==> src/zqc_pkg.sv <==
package zqc_pkg;
  // Command encodings on {cs_n, ras_n, cas_n, we_n}
  localparam logic [3:0] CMD_NOP   = 4'h7;
  localparam logic [3:0] CMD_ZQ    = 4'h6;
  localparam logic [3:0] CMD_PRE   = 4'h2;
  localparam logic [3:0] CMD_REF   = 4'h1;
  localparam logic [3:0] CMD_DESEL = 4'h8;
  localparam int unsigned A10_POS  = 10;
  localparam int unsigned CLK_PS   = 8000;
  // Calibration windows in clock cycles of the command clock
  localparam int unsigned TZQINIT_NCK = 512;
  localparam int unsigned TZQOPER_NCK = 256;
  localparam int unsigned TZQCS_NCK   = 64;
  localparam int unsigned TRP_NCK     = 14;
  localparam int unsigned TXS_NCK     = 216;
  localparam int unsigned CNT_W       = 10;
  // Impedance code width and correction step per engine strobe
  localparam int unsigned CODE_W      = 6;
  localparam logic [5:0]  CODE_RST    = 6'h20;
  localparam logic [5:0]  CODE_STEP   = 6'h01;
  typedef enum logic [1:0] {ZQC_NONE, ZQC_LONG, ZQC_SHORT} zqc_kind_t;
endpackage

==> src/zqc_if.sv <==
`timescale 1ns/1ps
interface zqc_if;
  logic        cke;
  logic        cs_n;
  logic        ras_n;
  logic        cas_n;
  logic        we_n;
  logic [14:0] addr;
  logic        odt;
  logic        dq_oe_ctl;
  logic        dq_oe_dev;
  modport ctl (output cke, cs_n, ras_n, cas_n, we_n, addr, odt, dq_oe_ctl, input dq_oe_dev);
  modport dev (input cke, cs_n, ras_n, cas_n, we_n, addr, odt, dq_oe_ctl, output dq_oe_dev);
endinterface

==> src/zqc_engine.sv <==
`timescale 1ns/1ps
// ****************************************
// Calibration engine: walks the code toward the target
// ****************************************
module zqc_engine #(
  parameter int unsigned CODE_W = zqc_pkg::CODE_W
) (
  input  wire logic              clk,
  input  wire logic              rst,
  input  wire logic              step,
  input  wire logic [CODE_W-1:0] target,
  output logic      [CODE_W-1:0] code_q
);
  typedef struct packed {
    logic [CODE_W-1:0] code;
  } zqc_eng_t;
  zqc_eng_t s_q, s_d;

  always_comb begin
    s_d = s_q;
    // One step per strobe is the least correction a short command makes
    if (step && s_q.code < target) begin
      s_d.code = s_q.code + CODE_W'(zqc_pkg::CODE_STEP);
    end else if (step && s_q.code > target) begin
      s_d.code = s_q.code - CODE_W'(zqc_pkg::CODE_STEP);
    end
  end

  always_ff @(posedge clk) begin
    if (rst) begin
      s_q.code <= CODE_W'(zqc_pkg::CODE_RST);
    end else begin
      s_q <= s_d;
    end
  end

  assign code_q = s_q.code;
endmodule // zqc_engine

==> src/zqc_dev.sv <==
`timescale 1ns/1ps
// Behaviour
// - Long calibration accepted at any time; the model takes it only in idle, not while a window runs
// - Engine runs, result moves into IO
// - Long done in init or oper window
// - Short done within short window
// - Short corrects at least one step
// - Controller keeps channel quiet meanwhile
// - Calibration current path off when done
// - Controller precharges, waits tRP first
// - Command accepted during DLL lock
// - No calibration started on its own
// - Controller waits tXS after self refresh; the model skips it for a request taken in the same cycle as the exit
// - Shared resistor windows never overlap
// - Clock enable held high throughout
// - Termination disabled during calibration
// - All DQ drivers off during calibration
module zqc_dev #(
  parameter int unsigned TZQINIT = zqc_pkg::TZQINIT_NCK,
  parameter int unsigned TZQOPER = zqc_pkg::TZQOPER_NCK,
  parameter int unsigned TZQCS   = zqc_pkg::TZQCS_NCK
) (
  input  wire logic                       clk,
  input  wire logic                       rst,
  zqc_if.dev                              bus,
  input  wire logic [zqc_pkg::CODE_W-1:0] target_code,
  output logic                            busy,
  output logic                            zq_current_en,
  output logic                            first_done,
  output logic      [zqc_pkg::CODE_W-1:0] io_code
);
  // ****************************************
  // State
  // ****************************************
  typedef enum logic [1:0] {ST_IDLE, ST_LONG, ST_SHORT} zqc_dst_t;
  typedef struct packed {
    zqc_dst_t                   st;
    logic [zqc_pkg::CNT_W-1:0]  cnt;
    logic                       first_done;
    logic                       busy;
    logic                       cur_en;
    logic [zqc_pkg::CODE_W-1:0] io_code;
  } zqc_dev_t;
  zqc_dev_t s_q, s_d;

  logic                       zq_cmd;
  logic                       zq_long;
  logic                       eng_step;
  logic [zqc_pkg::CODE_W-1:0] eng_code;
  logic [zqc_pkg::CNT_W-1:0]  win;

  // ****************************************
  // Command decode
  // ****************************************
  // Calibration only ever starts from a command; self-refresh exit has no hook
  assign zq_cmd = bus.cke &&
                  ({bus.cs_n, bus.ras_n, bus.cas_n, bus.we_n} == zqc_pkg::CMD_ZQ);
  assign zq_long = bus.addr[zqc_pkg::A10_POS];
  // Only the first long command after reset gets the init window
  assign win = !zq_long ? zqc_pkg::CNT_W'(TZQCS) :
               (s_q.first_done ? zqc_pkg::CNT_W'(TZQOPER) : zqc_pkg::CNT_W'(TZQINIT));
  // The engine tracks only inside a window; between windows the code is frozen
  assign eng_step = (s_q.st != ST_IDLE);
  // Data drivers stay off; the quiet channel is what calibration measures against
  assign bus.dq_oe_dev = 1'b0;

  // ****************************************
  // Calibration engine
  // ****************************************
  zqc_engine #(.CODE_W(zqc_pkg::CODE_W)) zqc_engine_inst (
    .clk    (clk),
    .rst    (rst),
    .step   (eng_step),
    .target (target_code),
    .code_q (eng_code)
  );

  // ****************************************
  // Sequencer
  // ****************************************
  always_comb begin
    s_d = s_q;
    unique case (s_q.st)
      ST_IDLE: begin
        // Accepted in idle, including while the DLL relocks
        if (zq_cmd) begin
          s_d.st     = zq_long ? ST_LONG : ST_SHORT;
          s_d.cnt    = win - zqc_pkg::CNT_W'(1);
          s_d.busy   = 1'b1;
          s_d.cur_en = 1'b1;
        end
      end
      ST_LONG, ST_SHORT: begin
        if (s_q.cnt == '0) begin
          // Transfer lands at the window end, so drivers never change mid-window
          s_d.io_code = eng_code;
          s_d.st      = ST_IDLE;
          s_d.busy    = 1'b0;
          s_d.cur_en  = 1'b0;
          if (s_q.st == ST_LONG) begin
            s_d.first_done = 1'b1;
          end
        end else begin
          s_d.cnt = s_q.cnt - zqc_pkg::CNT_W'(1);
        end
      end
      default: begin
        // The unused state code falls back to idle rather than locking up
        s_d.st     = ST_IDLE;
        s_d.busy   = 1'b0;
        s_d.cur_en = 1'b0;
      end
    endcase
  end

  always_ff @(posedge clk) begin
    if (rst) begin
      s_q.st         <= ST_IDLE;
      s_q.cnt        <= '0;
      s_q.first_done <= 1'b0;
      s_q.busy       <= 1'b0;
      s_q.cur_en     <= 1'b0;
      s_q.io_code    <= zqc_pkg::CODE_RST;
    end else begin
      s_q <= s_d;
    end
  end

  assign busy          = s_q.busy;
  assign zq_current_en = s_q.cur_en;
  assign first_done    = s_q.first_done;
  assign io_code       = s_q.io_code;
endmodule // zqc_dev

==> src/flat_wrapper.sv <==
// flat-port wrapper written by rule: the top's interface ports become plain ports
module zqc_dev_flat 
#(
  parameter int unsigned TZQINIT = zqc_pkg::TZQINIT_NCK,
  parameter int unsigned TZQOPER = zqc_pkg::TZQOPER_NCK,
  parameter int unsigned TZQCS   = zqc_pkg::TZQCS_NCK
)
  (clk, rst, target_code, busy, zq_current_en, first_done, io_code, bus_cke, bus_cs_n, bus_ras_n, bus_cas_n, bus_we_n, bus_addr, bus_odt, bus_dq_oe_ctl, bus_dq_oe_dev);
  zqc_if bus_i ();
  input  wire logic clk;
  input  wire logic rst;
  input  wire logic [zqc_pkg::CODE_W-1:0] target_code;
  output logic busy;
  output logic zq_current_en;
  output logic first_done;
  output logic      [zqc_pkg::CODE_W-1:0] io_code;
  input wire logic [$bits(bus_i.cke)-1:0] bus_cke;
  input wire logic [$bits(bus_i.cs_n)-1:0] bus_cs_n;
  input wire logic [$bits(bus_i.ras_n)-1:0] bus_ras_n;
  input wire logic [$bits(bus_i.cas_n)-1:0] bus_cas_n;
  input wire logic [$bits(bus_i.we_n)-1:0] bus_we_n;
  input wire logic [$bits(bus_i.addr)-1:0] bus_addr;
  input wire logic [$bits(bus_i.odt)-1:0] bus_odt;
  input wire logic [$bits(bus_i.dq_oe_ctl)-1:0] bus_dq_oe_ctl;
  output wire logic [$bits(bus_i.dq_oe_dev)-1:0] bus_dq_oe_dev;
  assign bus_i.cke = bus_cke;
  assign bus_i.cs_n = bus_cs_n;
  assign bus_i.ras_n = bus_ras_n;
  assign bus_i.cas_n = bus_cas_n;
  assign bus_i.we_n = bus_we_n;
  assign bus_i.addr = bus_addr;
  assign bus_i.odt = bus_odt;
  assign bus_i.dq_oe_ctl = bus_dq_oe_ctl;
  assign bus_dq_oe_dev = bus_i.dq_oe_dev;
  zqc_dev #(.TZQINIT(TZQINIT), .TZQOPER(TZQOPER), .TZQCS(TZQCS)) u_core (.clk(clk), .rst(rst), .bus(bus_i), .target_code(target_code), .busy(busy), .zq_current_en(zq_current_en), .first_done(first_done), .io_code(io_code));
endmodule
==> config.mk <==
export PLATFORM = sky130hd
export DESIGN_NAME = zqc_dev_flat
export DESIGN_NICKNAME = d
export VERILOG_FILES = /design/src/zqc_pkg.sv /design/src/zqc_if.sv /design/src/zqc_engine.sv /design/src/zqc_dev.sv /design/src/flat_wrapper.sv
export SDC_FILE = /design/constraint.sdc
export NUM_CORES = 1
export LEC_CHECK = 0
export ABC_AREA = 1
export ABC_CLOCK_PERIOD_IN_PS = 1900
export BUFFER_PORTS_ARGS = -buffer_cell sky130_fd_sc_hd__buf_2
export CELL_PAD_IN_SITES_DETAIL_PLACEMENT = 1
export CELL_PAD_IN_SITES_GLOBAL_PLACEMENT = 1
export CORE_MARGIN = 1.5
export CORE_UTILIZATION = 35
export CTS_BUF_LIST = sky130_fd_sc_hd__clkbuf_8
export DETAILED_ROUTE_END_ITERATION = 6
export PLACE_DENSITY_LB_ADDON = 0.1
export SLEW_MARGIN = 20
export SYNTH_ARGS = -nofsm -noshare
export SYNTH_HDL_FRONTEND = slang
export SYNTH_HIERARCHICAL = 1
export SYNTH_SLANG_ARGS = --single-unit
==> constraint.sdc <==
create_clock -name clk -period 1.9 [get_ports clk]
set_input_delay 0.38 -clock clk [delete_from_list [all_inputs] [get_ports clk]]
set_output_delay 0.38 -clock clk [all_outputs]
set_load 0.03 [all_outputs]
# After elaboration in Yosys (flattened, before gate mapping)
# Cells that the tools add are included.
# classes
n_eq_ne	6
order_cmp	2
n_reduce_logical	13
add_sub_neg	4
n_mux	13
# ops
cell	n
$mux W10	3
$pmux W10 S2	1
$sub A10 B1 Y10 const B	2
$mux W12	1
$mux W6	2
$logic_not A10 Y1	1
$mux W8	1
$pmux W2 S2	2
$add A6 B1 Y6 const B	1
$gt A6 B6 Y1	1
$lt A6 B6 Y1	1
$mux W2	3
$reduce_and A3 Y1	2
$reduce_bool A2 Y1	3
$sub A6 B1 Y6 const B	1
$eq A4 B3 Y1 const B	1
$ne A2 B1 Y1 const B	2
$reduce_and A2 Y1	2
$logic_and A1 B1 Y1	3
$eq A2 B1 Y1 const B	1
$eq A2 B2 Y1 const B	1
$logic_not A2 Y1	1
$ne A2 B2 Y1 const B	1
$reduce_or A2 Y1	1
# totals
regBits	27
out_inout_bits	10
elab_cells	45

# Depth between registers and ports, before layout
# Gate-level depths: netlist of the first run.
# depth
ltp_word	5
ltp_mapped	17

# Hierarchy
# The synthesis of the first run kept the hierarchy.
# by_module_without_submodules
module	cells_each	instances	seq_area_each_um2	area_per_inst_um2
zqc_dev	176	1	400.4	1154.9
zqc_engine	95	1	120.1	654.4

# Worst setup path before layout of the first run
# Ideal clock, no wire load.
# synth_path
path_kind	reg-to-reg
from	register u_core/s_q[19] in the netlist's numbering
to	register u_core.zqc_engine_inst.s_q, in the netlist u_core/zqc_engine_inst/code_q[5]
path_buffers	0
slack_ps	-151
synth_period_minus_slack_ps	2051
t_required_ps	1776
stages_incl_launch_ff	15
t_arrival_ps	1927
setup_ps	124
path_cell_list	dfxtp_1 inv_1 ha_1 inv_1 nand2_2 nor2_4 nand3_4 ha_1 nand2_1 nor3_1 nor2_1 nand2_1 nand3_1 nand2_1 nand3_1
# synth_via
elab_chain_cells	3
word_cells_on_any_way	5
# synth_rtl
item	line	text
start, declared	zqc_dev.sv:44	zqc_dev_t s_q, s_d;
$reduce_bool A2 Y1 *	zqc_dev.sv:63	assign eng_step = (s_q.st != ST_IDLE);
net u_core.eng_step	zqc_dev.sv:48	logic eng_step;
$logic_and A1 B1 Y1 (on tied branches)	zqc_engine.sv:22, zqc_engine.sv:24	
$mux W6 or $reduce_bool A2 Y1 (tied branches)	n/a	
end, declared	zqc_engine.sv:17	zqc_eng_t s_q, s_d;
# Mark *: on every way through the listed nets, which the timed path passes. The rest lies on a longest branch.
# A chain may end at the register's enable or synchronous reset.

# Worst setup path after layout of the first run
# layout_path
from	register u_core.zqc_engine_inst.s_q, in the netlist u_core/zqc_engine_inst/code_q[5]
to	register u_core.zqc_engine_inst.s_q, in the netlist u_core/zqc_engine_inst/code_q[4]
# layout_via
elab_chain_cells	3
word_cells_on_any_way	6
# layout_rtl
item	line
$lt A6 B6 Y1 or $gt A6 B6 Y1 (tied branches)	zqc_engine.sv:22, zqc_engine.sv:24
$logic_and A1 B1 Y1 (on tied branches)	zqc_engine.sv:22, zqc_engine.sv:24
$mux W6 or $reduce_bool A2 Y1 (tied branches)	n/a
# Parallel ways exist; a longest one is shown, timed or not.

==> flow_metrics.py, run 1 <==
metrics = {
    "status": {
        "status": "complete, but fails checks",
        "violations": "setup timing",
    },
    "cts": {
        "hold_buffers": 0,
        "cts.reportedPaths.clkPinSlew_ns": 0.10,
        "cts_inserted_buffers": 3,
        "cts.path.max_buffers": 2,
        "htreeDepth": 1,
        "clkSinkCount": 26,
        "cts_tree": "yes",
        "clkLatencyLatePin_ns": 0.28,
        "clockRootBuffer": "clkbuf_8",
    },
    "worst_hold_path": {
        "min_to": "u_core/s_q[19]$_SDFFE_PP0P_",
        "worstHoldPathCells": 2,
        "hp-class": "input pin to register",
        "min-delay-start": "rst",
    },
    "final_layout": {
        "synthToLayoutAreaGrowth_pct": 36.38,
        "n_antenna_cell": 0,
        "design_area_mm2": 0.002467,
        "drive_above_1_share_pct": 38.98,
        "final_util_pct": 50.89,
        "fillers": 624,
        "fin_nets": 358,
    },
    "yosys": {
        "synthDominantCellAreaShare_pct": 28.77,
        "async_flop_share_pct": 0,
        "netlist_area_mm2": 0.001809,
        "syn_area_per_cell_um2": 6.676,
        "synth_nets": 315,
        "synth-edff-count": 0,
        "ys.flop_type": "dfxtp_1",
        "synth.area.top_cells": "dfxtp_1 (29%), nand2_1 (16%), ha_1 (9.0%)",
        "synth_cells": 271,
        "yosysUniqueCellTypes": 29,
        "ys_seq_elements": 26,
        "yosysSeqAreaShare_pct": 28.77,
        "synth_warnings": 6,
        "yosysTopAreaCell": "dfxtp_1",
    },
    "timing": {
        "post-route-period-util_pct": 106.1,
        "worst_pin_slew_ns": 0.4845,
        "fin_crit_ns": 2.016,
        "relSlewSlack_pct": 67.36,
        "finalHoldViolations": 0,
        "fin_skew_ns": 0.002382,
        "grt_setup_unrepaired": "yes",
        "setup_viol": 4,
        "drv_slew": 0,
        "timing.final.ws_setup_ns": -0.1159,
        "clock.fmax_mhz": 496.1,
    },
    "critical_path": {
        "cp-end-kind": "register",
        "arrival_ns": 2.18,
        "r2r_setup_slack_ns": -0.12,
        "path_class": "register to register",
        "crit_required_ns": 2.07,
        "reg2reg_depth": 11,
        "worst_setup_path_start_kind": "register",
        "crit_fanout": 6,
        "reg2reg_to": "u_core/zqc_engine_inst/code_q[4]$_SDFFE_PP0P_",
        "r2r-start": "u_core/zqc_engine_inst/code_q[5]$_SDFFE_PP1P_",
    },
    "global_routing": {
        "antenna_found_initial": 0,
        "grt_pass1_wl_mm": 7.300,
        "track_usage_pct": 16.99,
        "grt_pass1_vias": 1626,
        "grt_max_degree": 16,
        "grt-ovfl-total": 0,
    },
    "place": {
        "dp.final_hpwl_mm": 3.607,
        "dp_worst_setup_slack_ns": -0.3671,
        "globalplace.congestion": 0.7911,
        "io_buffers": 22,
        "placed_area_mm2": 0.002237,
    },
    "pwr": {
        "ir_drop_mv": 0.6413,
        "power.total_uw": 3735,
        "powerDensity_mw_per_mm2": 1514,
        "leakagePower_uw": 0.001149,
    },
    "die": {
        "ioPinCount": 40,
        "start_util_pct": 37.32,
        "die_x_um": 74.90,
        "die-area_mm2": 0.005609,
        "die_h_um": 74.90,
        "core_mm2": 0.004848,
        "rows": 25,
    },
    "drt": {
        "drc": 0,
        "vias": 1742,
        "wl_per_cell_um": 12.05,
        "wirelength_mm": 4.579,
        "drtIter0Drc": 58,
        "drtPass1Iterations": 4,
        "antenna_left": 0,
        "drt-vias-per-instance": 4.584,
    },
    "flow_run": {
        "maxCapViolations": 0,
    },
}
-- area by class of cell --
type                       count  area (um2)  share of cell area [%]
timing repair buffer          49       332.8                   13.49
tap                           67       83.83                   3.398
sequential                    26       530.5                   21.50
clock buffer                   3       41.29                   1.673
clock inverter                 1       30.03                   1.217
multi-input combinational    198        1306                   52.94
inverter                      36       142.6                   5.781
-- how the worst max path moves through the flow --
stage	from	end	slack [ns]	cells after the start
2_1_floorplan	target_code[5]	u_core/zqc_engine_inst/code_q[5]$_SDFFE_PP1P_	-0.05	16
3_3_place_gp	target_code[5]	u_core/zqc_engine_inst/code_q[5]$_SDFFE_PP1P_	-0.31	14
3_5_place_dp	target_code[5]	u_core/zqc_engine_inst/code_q[5]$_SDFFE_PP1P_	-0.37	16
4_1_cts	u_core/s_q[20]$_SDFFE_PP0P_	u_core/zqc_engine_inst/code_q[4]$_SDFFE_PP0P_	-0.09	12
5_1_grt	u_core/zqc_engine_inst/code_q[5]$_SDFFE_PP1P_	u_core/zqc_engine_inst/code_q[5]$_SDFFE_PP1P_	-0.23	13
6_report	u_core/zqc_engine_inst/code_q[5]$_SDFFE_PP1P_	u_core/zqc_engine_inst/code_q[4]$_SDFFE_PP0P_	-0.12	11
-- repair_timing --
action / 4_1_cts / 5_1_grt
gates resized for setup: 16 / 15
buffers inserted: 2 / 4
pin swaps: 20 / 14
hold endpoints to repair: 0 / 0
endpoints found under the setup margin: 3 / 5
-- registers in the layout (all words and copies together), names as in the netlist --
signal	cells
u_core/busy	1
u_core/s_q	12
u_core/io_code	6
u_core/first_done	1
u_core/zqc_engine_inst/code_q	6
-- per-stage QoR --
| stage | hold slack, ns | TNS [ns] | cells |
|---|---|---|---|
| 5_1_grt | 0.3607 | -0.6973 | 380 |
| 6_report | 0.3438 | -0.3035 | 380 |
| 2_1_floorplan | 0.4400 | -0.04726 | 271 |
| 3_3_place_gp | 0.4497 | -1.061 | 370 |
| 3_5_place_dp | 0.4559 | -1.102 | 370 |
| 4_1_cts | 0.3428 | -0.2370 | 376 |
-- power breakdown --
| part | internal, uW | leakage [uW] | switching, uW | total (uW) |
|---|---|---|---|---|
| registers | 699 | 0.000214 | 115 | 814 |
| logic | 1100 | 0.000899 | 1350 | 2450 |
| clock network | 282 | 0.0000357 | 188 | 470 |
-- synthesized netlist by cell type (2+ instances only) --
master / count
xor2_1: 2
buf_4: 8
o21ai_1: 4
xnor2_1: 4
a21oi_1: 20
nand2_1: 76
dfxtp_1: 26
nor2_2: 3
buf_6: 2
nor2_4: 3
nand4_1: 2
inv_1: 35
nand2_2: 9
o21ai_0: 8
nand3_1: 14
nor2_1: 30
ha_1: 13
-- cells in the final DEF (no fill, tap or decap), drive strengths merged --
master,instances
nor2,36
a21oi,20
clkbuf,3
nand4,2
nand3,16
xor2,2
inv,36
fa,1
a31oi,1
xnor2,4
nand2,85
o21bai,1
nand3b,1
buf,49
ha,13
bufinv,1
dfxtp,26
nor3,2
conb,1
o21ai,13
-- worst max-delay path: stages (launching register included) --
cell and delay [ns]:
dfxtp_2 0.37, ha_4 0.21, nand2_2 0.07, inv_2 0.04, nor2_4 0.13, nand3_4 0.17
ha_4 0.31, buf_4 0.14, a21oi_2 0.17, nand2_2 0.07, xnor2_1 0.16, a21oi_1 0.08
-- kinds of logic after synthesis --
| family | synth area share, % |
|---|---|
| simple gates | 35.68 |
| buf+inv | 12.24 |
| xor+xnor | 2.905 |
| compound gates | 10.10 |
| fa+ha+maj | 10.10 |
| other cells | 0.2073 |
| flops | 28.77 |
-- layer usage --
layer	vias to the layer above	part of all wire [%]	GRT usage, %
met5	-	0	0
met4	0	1.4	6.061
met3	5	1.1	1.205
met2	20	49	29.01
met1	791	48	22.55
li1	926	-	-
Power figures use the tool's default switching activity.
==> run 2, diff against run 1 <==
- ABC_AREA: 1 -> unset
- CORE_UTILIZATION: 35 -> 37
==> run 2 against run 1 <==
- the run still ends with setup timing left
- sequential share of layout area grew 0.18 points
- critical path depth unchanged
- total power fell by 7.8%
- clock power is 23% lower
- synthesized cell count shrank 24%
- critical path type unchanged
- utilization increased by 4.3 points
- sequential power shrank 4.1%
- wire length increased by 16%
- worst setup slack lost 0.62 ns
- cell area decreased by 1.3%
- die area is 9.6% lower
- largest cell class unchanged
- register-to-register slack worse by 0.62 ns
==> flow_metrics.py, run 2 <==
metrics = {
    "status": {
        "status": "complete, but fails checks",
        "violations": "setup timing",
    },
    "worst_hold_path": {
        "min_to": "u_core/first_done$_SDFFE_PP0P_",
        "hp-class": "input pin to register",
        "worstHoldPathCells": 2,
        "min-delay-start": "rst",
    },
    "global_routing": {
        "track_usage_pct": 21.70,
        "antenna_found_initial": 0,
        "grt_pass1_wl_mm": 8.749,
        "top_usage_layer": "met2",
        "grt.met2_usage_pct": 40.43,
        "grt-ovfl-total": 0,
        "use_met1_pct": 25.24,
        "grt_max_degree": 21,
        "grtUsageMet3_pct": 2.672,
        "grt_pass1_vias": 1930,
    },
    "cts": {
        "clockRootBuffer": "clkbuf_8",
        "clkLatencyLatePin_ns": 0.27,
        "htreeDepth": 1,
        "clkSinkCount": 26,
        "cts.path.max_buffers": 2,
        "hold_buffers": 0,
        "cts_inserted_buffers": 3,
        "cts.reportedPaths.clkPinSlew_ns": 0.09,
        "cts_tree": "yes",
    },
    "final_layout": {
        "final_util_pct": 55.16,
        "fin_nets": 305,
        "largest_register_ff_count": 12,
        "drive_above_1_share_pct": 46.92,
        "n_antenna_cell": 0,
        "final_cells": 312,
        "synthToLayoutAreaGrowth_pct": 41.42,
        "regMostFlops": "u_core/s_q",
        "final_cell_mix": "buf_4 (43), buf_2 (22), nand2_1 (20), dfxtp_1 (20), nor2_1 (13)",
        "final_common_cell": "buf_4",
    },
    "drt": {
        "drt-vias-per-instance": 5.545,
        "wl_per_cell_um": 17.09,
        "vias": 1730,
        "drtPass1Iterations": 4,
        "drtIter0Drc": 29,
        "antenna_left": 0,
        "wirelength_mm": 5.332,
        "drc": 0,
    },
    "timing": {
        "post-route-period-util_pct": 138.8,
        "timing.final.ws_setup_ns": -0.7375,
        "finalHoldViolations": 0,
        "grt_setup_unrepaired": "yes",
        "fin_skew_ns": 0.003504,
        "worst_pin_slew_ns": 0.5812,
        "clock.fmax_mhz": 379.2,
        "relSlewSlack_pct": 60.96,
        "fin_crit_ns": 2.637,
        "drv_slew": 0,
        "setup_viol": 5,
        "fin_tns_setup_ns": -2.533,
    },
    "place": {
        "globalplace.congestion": 0.8411,
        "io_buffers": 22,
        "dp_worst_setup_slack_ns": -1.091,
        "dpl.cell_count": 298,
        "dp.final_hpwl_mm": 4.078,
    },
    "critical_path": {
        "arrival_ns": 2.84,
        "r2r-start": "u_core/zqc_engine_inst/code_q[5]$_SDFFE_PP1P_",
        "crit_required_ns": 2.10,
        "path_class": "register to register",
        "r2r_setup_slack_ns": -0.74,
        "reg2reg_depth": 11,
        "cp-end-kind": "register",
        "crit_fanout": 4,
        "startpoint": "u_core/zqc_engine_inst/code_q[5]$_SDFFE_PP1P_",
        "reg2reg_to": "u_core/zqc_engine_inst/code_q[5]$_SDFFE_PP1P_",
        "worst_setup_path_start_kind": "register",
    },
    "die": {
        "die_h_um": 71.22,
        "rows": 24,
        "die-area_mm2": 0.005072,
        "die_x_um": 71.22,
        "ioPinCount": 40,
        "core_mm2": 0.004414,
        "start_util_pct": 39.00,
    },
    "yosys": {
        "synth.area.top_cells": "dfxtp_1 (30%), ha_1 (9.4%), nand2_1 (4.6%)",
        "yosysTopAreaCell": "dfxtp_1",
        "syn_area_per_cell_um2": 8.398,
        "synthDominantCellAreaShare_pct": 30.23,
        "async_flop_share_pct": 0,
        "ys_top_cells_by_count": "dfxtp_1 (26), nand2_1 (21), a21oi_1 (14), inv_1 (14), nor2_1 (14)",
        "synth_cells": 205,
        "synth_most_common_cell": "dfxtp_1",
        "synth_nets": 249,
        "synth_warnings": 6,
        "ys.flop_type": "dfxtp_1",
        "netlist_area_mm2": 0.001722,
        "yosysSeqAreaShare_pct": 30.23,
        "synth-edff-count": 0,
        "yosysUniqueCellTypes": 50,
        "ys_seq_elements": 26,
    },
    "flow_run": {
        "maxCapViolations": 0,
    },
    "pwr": {
        "leakagePower_uw": 0.001012,
        "ir_drop_mv": 0.5411,
        "powerDensity_mw_per_mm2": 1414,
    },
}
[run 2: worst max-delay path, cell delays in order (launching register included)]
cell and delay [ns]:
dfxtp_2 0.35, ha_4 0.25, and4_4 0.20, a21oi_2 0.18, nand2_2 0.13, ha_4 0.25, a211oi_4 0.20, nor2_2 0.08
o21a_1 0.18, or4_4 0.42, a21boi_2 0.15, mux2i_1 0.18
[run 2: how the worst max path moves through the flow]
stage                                                         end  slack, ns  depth (start not counted)
floorplan           u_core/zqc_engine_inst/code_q[5]$_SDFFE_PP1P_      -0.74                         11
global placement    u_core/zqc_engine_inst/code_q[5]$_SDFFE_PP1P_      -0.94                         14
detailed placement  u_core/zqc_engine_inst/code_q[5]$_SDFFE_PP1P_      -1.09                         14
CTS                 u_core/zqc_engine_inst/code_q[5]$_SDFFE_PP1P_      -0.75                         12
global route        u_core/zqc_engine_inst/code_q[5]$_SDFFE_PP1P_      -0.83                         12
finish              u_core/zqc_engine_inst/code_q[5]$_SDFFE_PP1P_      -0.74                         11
[run 2: kinds of logic (layout without fill, tap and decap cells)]
group	after synthesis	count (layout)	synth area share [%]
AND/OR/NAND/NOR	65	65	20.71
adder cells (fa/ha/maj)	14	14	10.61
multiplexers	4	4	2.326
other	1	1	0.2178
AO/OA/AOI/OAI	61	61	24.42
flip-flops	26	26	30.23
buffers and inverters	30	85	9.447
XOR/XNOR	4	4	2.035
[run 2: per-stage QoR]
step / instance area (um2) / hold WS [ns] / total power (uW)
after floorplan: 1856 / 0.4322 / 2005
after global placement: 2170 / 0.4382 / 2565
after detailed placement: 2170 / 0.4520 / 2657
after CTS: 2328 / 0.3894 / 3195
after global routing: 2435 / 0.4199 / 3675
final: 2435 / 0.3973 / 3443
[run 2: metal layers]
| metal | share of wire (%) | up-vias |
|---|---|---|
| met2 | 53 | 24 |
| met3 | 2.4 | 10 |
| li1 | - | 849 |
| met5 | 0 | - |
| met4 | 1.8 | 0 |
| met1 | 42 | 847 |
[run 2: power by group]
part           leakage, uW  internal [uW]  total [uW]  switching [uW]
Clock            0.0000288            185         361             176
Combinational     0.000771           1150        2300            1160
Sequential        0.000213            663         781             117
Total              0.00101           1990        3440            1450
[run 2: cell type report]
type,instances,area (um2)
flip-flops and latches,26,528.0
repair buffers,67,455.4
clock buffers,4,55.05
multi-input cells,149,1270
inverters,14,61.31
fillers,529,1979
well taps,52,65.06
[run 2: what timing repair did]
action                                 CTS  global route
gates resized for setup                 15            16
setup buffers                            4             6
pin swaps                               12             8
setup endpoints to repair                8            14
endpoints found under the hold margin    0             0
